`src/t1sig_pkg.sv`:
```
// Package for the T1 transmit signaling and per-slot control block.
// Assumes a single 40 MHz clock domain and a paged 8-bit processor port.
package t1sig_pkg;

	// -------------------------------------------------------------------------
	// Processor port map
	// -------------------------------------------------------------------------
	localparam logic [3:0] PAGE_SIG_LO  = 4'h5;
	localparam logic [3:0] PAGE_SIG_HI  = 4'h6;
	localparam logic [3:0] PAGE_CTL_LO  = 4'h7;
	localparam logic [3:0] PAGE_CTL_HI  = 4'h8;
	localparam logic [4:0] ADDR_BASE    = 5'h10;
	localparam logic [4:0] ADDR_HI_LAST = 5'h17;
	localparam int         NUM_CH       = 24;
	localparam int         CH_PER_PAGE  = 16;
	localparam logic [7:0] SIG_RESET    = 8'h00;
	localparam logic [7:0] CTL_RESET    = 8'h00;
	localparam logic [7:0] SIG_MASK     = 8'h0f;

	// -------------------------------------------------------------------------
	// Per-slot control word fields
	// -------------------------------------------------------------------------
	localparam int CTL_MSG   = 7;
	localparam int CTL_INV   = 6;
	localparam int CTL_RLOOP = 5;
	localparam int CTL_LLOOP = 4;
	localparam int CTL_TXTST = 3;
	localparam int CTL_RXTST = 2;
	localparam int CTL_RPSEL = 1;
	localparam int CTL_CLEAR = 0;

	// -------------------------------------------------------------------------
	// Signaling bit positions and superframe frames
	// -------------------------------------------------------------------------
	localparam int         SIG_A     = 3;
	localparam int         SIG_B     = 2;
	localparam int         SIG_C     = 1;
	localparam int         SIG_D     = 0;
	localparam int         ROB_BIT   = 0;
	localparam logic [4:0] FRAME_A   = 5'd6;
	localparam logic [4:0] FRAME_B   = 5'd12;
	localparam logic [4:0] FRAME_C   = 5'd18;
	localparam logic [4:0] FRAME_D   = 5'd24;

	// -------------------------------------------------------------------------
	// Test signals
	// -------------------------------------------------------------------------
	localparam logic [14:0] PRBS_SEED = 15'h7fff;
	localparam logic [63:0] DMW_TABLE = 64'h1e0b0b1e9e8b8b9e;
	localparam int          FIFO_DEPTH = 8;

	// -------------------------------------------------------------------------
	// Carriers
	// -------------------------------------------------------------------------
	typedef struct packed {
		logic [4:0] frame;
		logic [4:0] slot;
		logic [7:0] ctrl;
		logic [7:0] data;
	} t1sig_bp_s;

	typedef struct packed {
		logic [4:0] frame;
		logic [4:0] slot;
		logic [7:0] data;
	} t1sig_line_s;

endpackage

```
`src/t1sig_fifo.sv`:
```
// Synchronous valid/ready FIFO held in flip-flops.
// Assumes one clock; push and pop may occur in the same cycle.
`timescale 1ns/100ps
module t1sig_fifo #(
	parameter int WIDTH = 26,
	parameter int DEPTH = 8
) (
	input  wire logic             clk,
	input  wire logic             nrst,
	input  wire logic             in_valid,
	output logic                  in_ready,
	input  wire logic [WIDTH-1:0] in_data,
	output logic                  out_valid,
	input  wire logic             out_ready,
	output logic [WIDTH-1:0]      out_data
);
	localparam int AW = $clog2(DEPTH);

	logic [WIDTH-1:0] mem_reg [DEPTH];
	logic [AW-1:0]    wr_ptr_reg;
	logic [AW-1:0]    rd_ptr_reg;
	logic [AW:0]      count_reg;
	logic             push;
	logic             pop;

	assign in_ready  = (count_reg != (AW+1)'(DEPTH));
	assign out_valid = (count_reg != '0);
	assign push      = in_valid && in_ready;
	assign pop       = out_valid && out_ready;
	assign out_data  = mem_reg[rd_ptr_reg];

	always_ff @(posedge clk or negedge nrst)
	begin
		if (!nrst)
		begin
			wr_ptr_reg <= '0;
			rd_ptr_reg <= '0;
			count_reg  <= '0;
		end
		else
		begin
			if (push)
				wr_ptr_reg <= (wr_ptr_reg == AW'(DEPTH-1)) ? '0 : wr_ptr_reg + 1'b1;
			if (pop)
				rd_ptr_reg <= (rd_ptr_reg == AW'(DEPTH-1)) ? '0 : rd_ptr_reg + 1'b1;
			if (push && !pop)
				count_reg <= count_reg + 1'b1;
			else if (pop && !push)
				count_reg <= count_reg - 1'b1;
		end
	end

	always_ff @(posedge clk)
	begin
		if (push)
			mem_reg[wr_ptr_reg] <= in_data;
	end

endmodule

```
`src/t1sig_core.sv`:
```
// Transmit robbed-bit signaling and per-time-slot control for a T1 framer.
// Assumes byte-wide slot streams tagged with DS1 slot (0..23) and frame (1..24).
//
// Contract
// - One four-bit transmit signaling word per channel, pages five and six.
// - Serial select high: signaling bits come from the processor-written register.
// - Serial select low: signaling is loaded from the serial control slot.
// - A bit goes in bit position eight of frame six.
// - B bit goes in bit position eight of frame twelve.
// - C bit goes in frame eighteen only in extended superframe mode.
// - D bit goes in frame twenty-four only in extended superframe mode.
// - Nibble select one takes signaling from serial bits seven to four.
// - Nibble select zero takes signaling from serial bits three to zero.
// - One control word per slot, pages seven and eight.
// - Message mode sends the message register instead of backplane data.
// - Inversion flips backplane data outbound and line data inbound.
// - Remote loopback sends received slot back out, still shown on backplane.
// - Local loopback returns transmit slot to receive side, still transmitted.
// - Transmit test sends milliwatt or fifteen-stage pseudo-random sequence.
// - Receive test drives milliwatt to backplane or feeds the sequence detector.
// - Clear channel suppresses robbed-bit signaling for that slot.
`timescale 1ns/100ps
module t1sig_core #(
	parameter int NUM_CH     = t1sig_pkg::NUM_CH,
	parameter int FIFO_DEPTH = t1sig_pkg::FIFO_DEPTH
) (
	input  wire logic                  clk,
	input  wire logic                  nrst,
	// Processor port.
	input  wire logic                  cpu_cs,
	input  wire logic                  cpu_wr,
	input  wire logic [3:0]            cpu_page,
	input  wire logic [4:0]            cpu_addr,
	input  wire logic [7:0]            cpu_wdata,
	output logic      [7:0]            cpu_rdata,
	// Static controls held elsewhere in the framer.
	input  wire logic                  esf_mode,
	input  wire logic                  serial_nibble_select,
	input  wire logic                  test_signal_select,
	input  wire logic [7:0]            tx_message,
	// Backplane transmit side: data plus serial control byte.
	input  wire logic                  bp_valid,
	output logic                       bp_ready,
	input  wire t1sig_pkg::t1sig_bp_s  bp_word,
	// DS1 transmit side.
	output logic                       line_tx_valid,
	input  wire logic                  line_tx_ready,
	output t1sig_pkg::t1sig_line_s     line_tx_word,
	// DS1 receive side.
	input  wire logic                  line_rx_valid,
	input  wire t1sig_pkg::t1sig_line_s line_rx_word,
	// Backplane receive output and sequence detector feed.
	output logic                       backplane_out_valid,
	output t1sig_pkg::t1sig_line_s     backplane_data_out,
	output logic                       prbs_det_valid,
	output logic      [7:0]            prbs_det_data
);

	// -------------------------------------------------------------------------
	// Processor port decode
	// -------------------------------------------------------------------------
	logic       sig_hit;
	logic       ctl_hit;
	logic [4:0] cpu_ch;

	always_comb
	begin
		sig_hit = 1'b0;
		ctl_hit = 1'b0;
		cpu_ch  = '0;
		if (cpu_addr >= t1sig_pkg::ADDR_BASE &&
			(cpu_page == t1sig_pkg::PAGE_SIG_LO || cpu_page == t1sig_pkg::PAGE_CTL_LO))
		begin
			cpu_ch  = cpu_addr - t1sig_pkg::ADDR_BASE;
			sig_hit = (cpu_page == t1sig_pkg::PAGE_SIG_LO);
			ctl_hit = (cpu_page == t1sig_pkg::PAGE_CTL_LO);
		end
		else if (cpu_addr >= t1sig_pkg::ADDR_BASE && cpu_addr <= t1sig_pkg::ADDR_HI_LAST &&
			(cpu_page == t1sig_pkg::PAGE_SIG_HI || cpu_page == t1sig_pkg::PAGE_CTL_HI))
		begin
			cpu_ch  = cpu_addr - t1sig_pkg::ADDR_BASE + 5'(t1sig_pkg::CH_PER_PAGE);
			sig_hit = (cpu_page == t1sig_pkg::PAGE_SIG_HI);
			ctl_hit = (cpu_page == t1sig_pkg::PAGE_CTL_HI);
		end
	end

	// -------------------------------------------------------------------------
	// Per-channel storage
	// -------------------------------------------------------------------------
	logic [3:0] sig_reg  [NUM_CH];
	logic [7:0] ctl_reg  [NUM_CH];
	logic [7:0] rx_hold_reg [NUM_CH];
	logic [7:0] tx_hold_reg [NUM_CH];

	t1sig_pkg::t1sig_bp_s   fifo_word;
	t1sig_pkg::t1sig_line_s tx_next;
	logic                   fifo_valid;
	logic                   fifo_pop;
	logic [7:0]             tx_raw;

	genvar g;
	generate
		for (g = 0; g < NUM_CH; g = g + 1)
		begin : g_ch
			always_ff @(posedge clk or negedge nrst)
			begin
				if (!nrst)
				begin
					sig_reg[g] <= t1sig_pkg::SIG_RESET[3:0];
					ctl_reg[g] <= t1sig_pkg::CTL_RESET;
				end
				else if (cpu_cs && cpu_wr && cpu_ch == 5'(g))
				begin
					if (sig_hit)
						sig_reg[g] <= cpu_wdata[3:0];
					if (ctl_hit)
						ctl_reg[g] <= cpu_wdata;
				end
			end

			// Last byte seen each way, kept for the two loopbacks.
			always_ff @(posedge clk or negedge nrst)
			begin
				if (!nrst)
				begin
					rx_hold_reg[g] <= 8'h00;
					tx_hold_reg[g] <= 8'h00;
				end
				else
				begin
					if (line_rx_valid && line_rx_word.slot == 5'(g))
						rx_hold_reg[g] <= line_rx_word.data;
					if (fifo_pop && fifo_word.slot == 5'(g))
						tx_hold_reg[g] <= tx_raw;
				end
			end
		end
	endgenerate

	always_ff @(posedge clk or negedge nrst)
	begin
		if (!nrst)
			cpu_rdata <= 8'h00;
		else if (cpu_cs && !cpu_wr && sig_hit)
			cpu_rdata <= {4'h0, sig_reg[cpu_ch]} & t1sig_pkg::SIG_MASK;
		else if (cpu_cs && !cpu_wr && ctl_hit)
			cpu_rdata <= ctl_reg[cpu_ch];
		else
			cpu_rdata <= 8'h00;
	end

	// -------------------------------------------------------------------------
	// Backplane buffer
	// -------------------------------------------------------------------------
	// Back-pressure from the line side fills this FIFO and then stalls the
	// backplane source through bp_ready.
	t1sig_fifo #(
		.WIDTH ($bits(t1sig_pkg::t1sig_bp_s)),
		.DEPTH (FIFO_DEPTH)
	) u_fifo (
		.clk       (clk),
		.nrst      (nrst),
		.in_valid  (bp_valid),
		.in_ready  (bp_ready),
		.in_data   (bp_word),
		.out_valid (fifo_valid),
		.out_ready (!line_tx_valid || line_tx_ready),
		.out_data  (fifo_word)
	);

	assign fifo_pop = fifo_valid && (!line_tx_valid || line_tx_ready);

	// -------------------------------------------------------------------------
	// Test signal sources
	// -------------------------------------------------------------------------
	function automatic logic [22:0] prbs_step8(input logic [14:0] s);
		logic [14:0] st;
		logic [7:0]  ob;
		logic        b;
		st = s;
		ob = 8'h00;
		for (int i = 0; i < 8; i++)
		begin
			b  = st[14] ^ st[13];
			st = {st[13:0], b};
			ob = {ob[6:0], b};
		end
		return {st, ob};
	endfunction

	logic [14:0] prbs_reg;
	logic [22:0] prbs_nx;
	logic [2:0]  dmw_phase_reg;
	logic [4:0]  last_frame_reg;
	logic [7:0]  dmw_byte;

	assign prbs_nx  = prbs_step8(prbs_reg);
	assign dmw_byte = t1sig_pkg::DMW_TABLE[8*(7-dmw_phase_reg) +: 8];

	// The milliwatt sample steps once per transmit frame, after its first word
	// pops, so that word carries the old sample and the rest of the frame the new one.
	always_ff @(posedge clk or negedge nrst)
	begin
		if (!nrst)
		begin
			dmw_phase_reg  <= 3'h0;
			last_frame_reg <= 5'h00;
		end
		else if (fifo_pop && fifo_word.frame != last_frame_reg)
		begin
			dmw_phase_reg  <= dmw_phase_reg + 3'h1;
			last_frame_reg <= fifo_word.frame;
		end
	end

	// -------------------------------------------------------------------------
	// Transmit slot processing
	// -------------------------------------------------------------------------
	logic       tx_ch_ok;
	logic [7:0] tx_ctl;
	logic [3:0] tx_sig;
	logic [3:0] serial_nib;
	logic       rob_en;
	logic       rob_bit;
	logic       use_prbs;

	always_comb
	begin
		tx_ch_ok   = (fifo_word.slot < 5'(NUM_CH));
		tx_ctl     = tx_ch_ok ? ctl_reg[fifo_word.slot] : 8'h00;
		serial_nib = serial_nibble_select ? fifo_word.ctrl[7:4]
			: fifo_word.ctrl[3:0];
		// Serial signaling is taken from the byte in flight, so there is no
		// frame of lag between the control stream and the line.
		tx_sig     = tx_ctl[t1sig_pkg::CTL_RPSEL] ? sig_reg[fifo_word.slot]
			: serial_nib;
		use_prbs   = 1'b0;
		if (!tx_ch_ok)
			tx_raw = fifo_word.data;
		else if (tx_ctl[t1sig_pkg::CTL_TXTST])
		begin
			use_prbs = !test_signal_select;
			tx_raw   = test_signal_select ? dmw_byte : prbs_nx[7:0];
		end
		else if (tx_ctl[t1sig_pkg::CTL_RLOOP])
			tx_raw = rx_hold_reg[fifo_word.slot];
		else if (tx_ctl[t1sig_pkg::CTL_MSG])
			tx_raw = tx_message;
		else if (tx_ctl[t1sig_pkg::CTL_INV])
			tx_raw = ~fifo_word.data;
		else
			tx_raw = fifo_word.data;

		rob_en  = 1'b0;
		rob_bit = 1'b0;
		if (fifo_word.frame == t1sig_pkg::FRAME_A)
		begin
			rob_en  = 1'b1;
			rob_bit = tx_sig[t1sig_pkg::SIG_A];
		end
		else if (fifo_word.frame == t1sig_pkg::FRAME_B)
		begin
			rob_en  = 1'b1;
			rob_bit = tx_sig[t1sig_pkg::SIG_B];
		end
		else if (esf_mode && fifo_word.frame == t1sig_pkg::FRAME_C)
		begin
			rob_en  = 1'b1;
			rob_bit = tx_sig[t1sig_pkg::SIG_C];
		end
		else if (esf_mode && fifo_word.frame == t1sig_pkg::FRAME_D)
		begin
			rob_en  = 1'b1;
			rob_bit = tx_sig[t1sig_pkg::SIG_D];
		end

		tx_next.frame = fifo_word.frame;
		tx_next.slot  = fifo_word.slot;
		tx_next.data  = tx_raw;
		if (tx_ch_ok && rob_en && !tx_ctl[t1sig_pkg::CTL_CLEAR])
			tx_next.data[t1sig_pkg::ROB_BIT] = rob_bit;
	end

	always_ff @(posedge clk or negedge nrst)
	begin
		if (!nrst)
			prbs_reg <= t1sig_pkg::PRBS_SEED;
		else if (fifo_pop && use_prbs)
			prbs_reg <= prbs_nx[22:8];
	end

	always_ff @(posedge clk or negedge nrst)
	begin
		if (!nrst)
			line_tx_valid <= 1'b0;
		else if (fifo_pop)
			line_tx_valid <= 1'b1;
		else if (line_tx_ready)
			line_tx_valid <= 1'b0;
	end

	always_ff @(posedge clk or negedge nrst)
	begin
		if (!nrst)
			line_tx_word <= '0;
		else if (fifo_pop)
			line_tx_word <= tx_next;
	end

	// -------------------------------------------------------------------------
	// Receive slot processing
	// -------------------------------------------------------------------------
	logic       rx_ch_ok;
	logic [7:0] rx_ctl;
	logic [7:0] rx_out;
	logic       rx_to_det;

	always_comb
	begin
		rx_ch_ok  = (line_rx_word.slot < 5'(NUM_CH));
		rx_ctl    = rx_ch_ok ? ctl_reg[line_rx_word.slot] : 8'h00;
		rx_to_det = rx_ctl[t1sig_pkg::CTL_RXTST] && !test_signal_select;
		if (!rx_ch_ok)
			rx_out = line_rx_word.data;
		else if (rx_ctl[t1sig_pkg::CTL_RXTST] && test_signal_select)
			rx_out = dmw_byte;
		else if (rx_ctl[t1sig_pkg::CTL_LLOOP])
			rx_out = tx_hold_reg[line_rx_word.slot];
		else if (rx_ctl[t1sig_pkg::CTL_INV])
			rx_out = ~line_rx_word.data;
		else
			rx_out = line_rx_word.data;
	end

	always_ff @(posedge clk or negedge nrst)
	begin
		if (!nrst)
		begin
			backplane_out_valid <= 1'b0;
			prbs_det_valid      <= 1'b0;
		end
		else
		begin
			backplane_out_valid <= line_rx_valid;
			prbs_det_valid      <= line_rx_valid && rx_to_det;
		end
	end

	always_ff @(posedge clk or negedge nrst)
	begin
		if (!nrst)
		begin
			backplane_data_out <= '0;
			prbs_det_data      <= 8'h00;
		end
		else if (line_rx_valid)
		begin
			backplane_data_out.frame <= line_rx_word.frame;
			backplane_data_out.slot  <= line_rx_word.slot;
			backplane_data_out.data  <= rx_out;
			if (rx_to_det)
				prbs_det_data <= line_rx_word.data;
		end
	end

endmodule

```
`config.mk`:
```
export PLATFORM = sky130hd
export DESIGN_NAME = t1sig_core
export DESIGN_NICKNAME = d
export VERILOG_FILES = /design/src/t1sig_pkg.sv /design/src/t1sig_fifo.sv /design/src/t1sig_core.sv
export SDC_FILE = /design/constraint.sdc
export NUM_CORES = 2
export LEC_CHECK = 0
export BUFFER_PORTS_ARGS = -buffer_cell sky130_fd_sc_hd__buf_2
export CORE_ASPECT_RATIO = 1.4
export CORE_UTILIZATION = 49
export CTS_CLUSTER_SIZE = 12
export DETAILED_ROUTE_END_ITERATION = 10
export PLACE_DENSITY = 0.65
export RECOVER_POWER = 25
export SYNTH_ARGS = -nofsm -noshare
export SYNTH_HDL_FRONTEND = slang
export SYNTH_SLANG_ARGS = --single-unit
```
`constraint.sdc`:
```
create_clock -name clk -period 4.2 [get_ports clk]
set_clock_uncertainty 0.15 [all_clocks]
set_input_delay 0 -clock clk [delete_from_list [all_inputs] [get_ports clk]]
set_output_delay 0 -clock clk [all_outputs]
set_load 0.005 [all_outputs]
```
==> impl_metrics.csv <==
group,metric,value,unit
outcome,outcome,"complete, but fails checks",
outcome,violations,"max-capacitance violations, max-slew violations",
clocking,clkSlewWorstSetupHoldPaths,0.07,ns
grt,grt_max_degree,106,
route,ant_nets,0,
timing,fin_hold_ws,0.0558,ns
synthesis,yosysSeqAreaShare,0.539,
timing,slew-limit-headroom,-0.562,
timing,fin_crit,4.08,ns
clocking,cts_tree,"built",
worst_hold_path,min_path_type,"in2reg",
route,m1WireLength,55.2,mm
placement,dpl.hpwl,91.8,mm
layout,final_layout_size_suffix_gt1_frac,0.313,
route,wl,139,mm
timing,tightest_slew,2.34,ns
layout,largest_register_ffs,208,
synthesis,yosysWarnings,0,
timing,rsz0062_at_grt,"yes",
setup_path,path_cells,"mux4_2, mux2_8, buf_4, mux2i_1, mux2i_1, mux2i_2, o22ai_1, buf_4, nand4_1, buf_4, a32oi_4, buf_12, o21ai_1",
setup_path,slowest_delay,0.59,ns
route,top_layer_used,"met5",
flow_run,maxCapViolCount,2,
setup_path,endpoint_kind,"flop",
floorplan,io_pins,135,
setup_path,startpoint_type,"flop",
synthesis,ys_seq_elements,968,
route,route.met2.wl,67.7,mm
synthesis,synth_flop_cell,"dfrtp_1",
floorplan,core_area,0.0944,mm2
timing,setup-violations-final,0,
setup_path,path_delay_family,"multiplexers",
synthesis,netlist_instances,3780,
placement,gp_congestion,0.911,
synthesis,synth_edf_count,208,
timing,tns,0,ns
synthesis,synthArstFlopShare,0.785,
floorplan,die_w,264,um
route,wl_met3,8.49,mm
synthesis,synth.avg_cell_area,12.4,um2
clocking,cts_max_path_buffers,3,
clocking,clkLatencyLatePin,0.73,ns
power_and_ir_drop,leakagePower,23.2,nW
timing,final_hold_viol_count,0,
placement,portBuffers,134,
power_and_ir_drop,power_density,684,mW/mm2
floorplan,start_util,0.497,
setup_path,path_max_fanout,24,
setup_path,path_common_cell,"buf_4",
route,drt_iter0_drc,2690,
grt,grt_pass1_vias,33400,
floorplan,dieHeight,368,um
clocking,numCtsBuffers,97,
setup_path,cp_num_buf_inv,4,
layout,final_nets,4143,
synthesis,synth_nets,3868,
timing,clock.fmax,0.245,GHz
grt,grt_remaining_overflow,0,
timing,slew_viol_final,42,
setup_path,required,4.60,ns
clocking,htree_levels,3,
route,post_drt_wl_per_cell,26.1,um
floorplan,num_rows,133,
setup_path,crit_slowest_cell,"mux4_2",
grt,grtUsageTotal,0.289,
grt,grt_pass1_wl,211,mm
timing,period_share,0.972,
power_and_ir_drop,vdd.ir_drop.worst,1.25,mV
synthesis,syn_area,0.0469,mm2
route,drc,0,
clocking,cts-root-buf,"clkbuf_16",
layout,area_delta_synth_final,15.2,%
route,viasPerCell,6.10,
route,via_count,32600,
clocking,cts_sinks,968,
layout,postLayoutCoreUtil,0.573,
synthesis,synth.distinct_cells,91,
floorplan,die_area,0.0970,mm2
setup_path,arrival,4.49,ns
grt,antenna_found_initial,5,
route,firstDrtPassIters,6,
setup_path,critical_path_class,"reg2reg",
[layer usage]
layer / up-vias / global-route usage
li1: 14500 / -
met1: 16700 / 0.365
met2: 1072 / 0.477
met4: 6 / 0.153
met5: - / 0
met3: 354 / 0.0502
[synth_stat cells, drive strengths merged, types with 4 or more instances]
cell / number / area share
dfrtp: 745 / 0.40
mux2: 594 / 0.14
nand2: 447 / 0.036
o21ai: 221 / 0.025
nor2: 209 / 0.017
edfxtp: 208 / 0.13
mux2i: 181 / 0.039
clkbuf: 165 / 0.013
a21oi: 137 / 0.015
mux4: 131 / 0.063
buf: 124 / 0.017
nand3: 67 / 0.0073
a211oi: 49 / 0.0081
and2: 48 / 0.0064
a311oi: 46 / 0.0086
a31oi: 33 / 0.0044
nor3: 30 / 0.0040
o221ai: 30 / 0.0056
o211ai: 27 / 0.0043
nor2b: 25 / 0.0033
o22ai: 23 / 0.0031
inv: 21 / 0.0017
xor2: 17 / 0.0032
xnor2: 16 / 0.0030
a22oi: 15 / 0.0025
dfstp: 15 / 0.0084
nand4: 14 / 0.0019
o21a: 13 / 0.0021
and3: 10 / 0.0013
nor4: 10 / 0.0015
a21o: 8 / 0.0013
ha: 8 / 0.0021
a32oi: 7 / 0.0015
nand2b: 6 / 0.00080
or2: 6 / 0.00080
a2111oi: 5 / 0.0012
a221oi: 5 / 0.0011
nor3b: 5 / 0.00091
o2111ai: 5 / 0.00093
a22o: 4 / 0.00075
a41oi: 4 / 0.00075
and4: 4 / 0.00075
o311ai: 4 / 0.00075
o32ai: 4 / 0.00091
[area by class of cell]
| cell class | count | area, um2 |
|---|---|---|
| fillers | 7659 | 40300 |
| flip-flops and latches | 968 | 25300 |
| multi-input cells | 2501 | 20300 |
| repair buffers | 464 | 3800 |
| clock buffers | 151 | 2820 |
| well taps | 1215 | 1520 |
| clock inverters | 15 | 229 |
| inverters | 23 | 86.3 |
| diodes | 1 | 2.50 |
[placed cells by master (no fill, tap or decap), types with 94 or more instances in the layout]
| cell | n |
|---|---|
| dfrtp_1 | 742 |
| mux2_2 | 584 |
| nand2_1 | 446 |
| edfxtp_1 | 208 |
| nor2_1 | 201 |
| buf_4 | 179 |
| mux2i_1 | 177 |
| mux4_2 | 130 |
| buf_2 | 127 |
| a21oi_1 | 125 |
| dlygate4sd3_1 | 111 |
| o21ai_0 | 109 |
| clkbuf_16 | 97 |
| o21ai_1 | 94 |
[report_power, final]
| group | switching [mW] | internal, mW | total (mW) |
|---|---|---|---|
| combinational | 10.0 | 6.34 | 16.3 |
| sequential | 0.864 | 11.3 | 12.2 |
| clock | 3.76 | 4.74 | 8.51 |
[final timing paths]
check / start / endpoint / slack (ns) / cells past startpoint
max: u_fifo.rd_ptr_reg[1] / tx_hold_reg[128] / 0.12 / 13
min: cpu_addr[3] / sig_reg[54] / 0.06 / 6
max reg2reg: u_fifo.rd_ptr_reg[1] / tx_hold_reg[128] / 0.12 / 13
min reg2reg: tx_hold_reg[40] / tx_hold_reg[40] / 0.32 / 2
max in group asynchronous: nrst / line_tx_word[7] / 0.47 / 4
min in group asynchronous: nrst / prbs_reg[10] / 1.74 / 3
[logic make-up (layout without fill, tap and decap cells)]
logic type,Yosys count,after routing,synth area share
simple gates,892,892,0.0836
xor+xnor,33,33,0.00616
other cells,0,1,0
buf+inv,312,653,0.0321
compound gates,660,660,0.0924
flops,968,968,0.539
fa+ha+maj,9,9,0.00256
mux,906,907,0.245
[timing repair]
action	4_1_cts	5_1_grt
endpoints found under the hold margin	1480	0
gates cloned	0	1
hold buffers	112	0
endpoints found under the setup margin	24	159
gates resized for setup	3	10
pin swaps	0	2
buffers inserted	0	9
[per-stage QoR]
stage	power, mW	area, um2	worst slack (ns)	instances
floorplan	22.2	46900	0.305	3780
global placement	27.9	49800	-0.343	5049
detailed placement	28.1	49800	-0.278	5049
CTS	36.7	54000	0.00605	5327
global route	38.7	54100	-0.0195	5338
finish	37.0	54100	0.117	5338
[tightest hold or removal path: cells and delay by family]
kind          cells  cell delay (ns)
mux               1             0.23
simple gates      4             0.54
buf+inv           1             0.13
(Power assumes the default switching activity.)
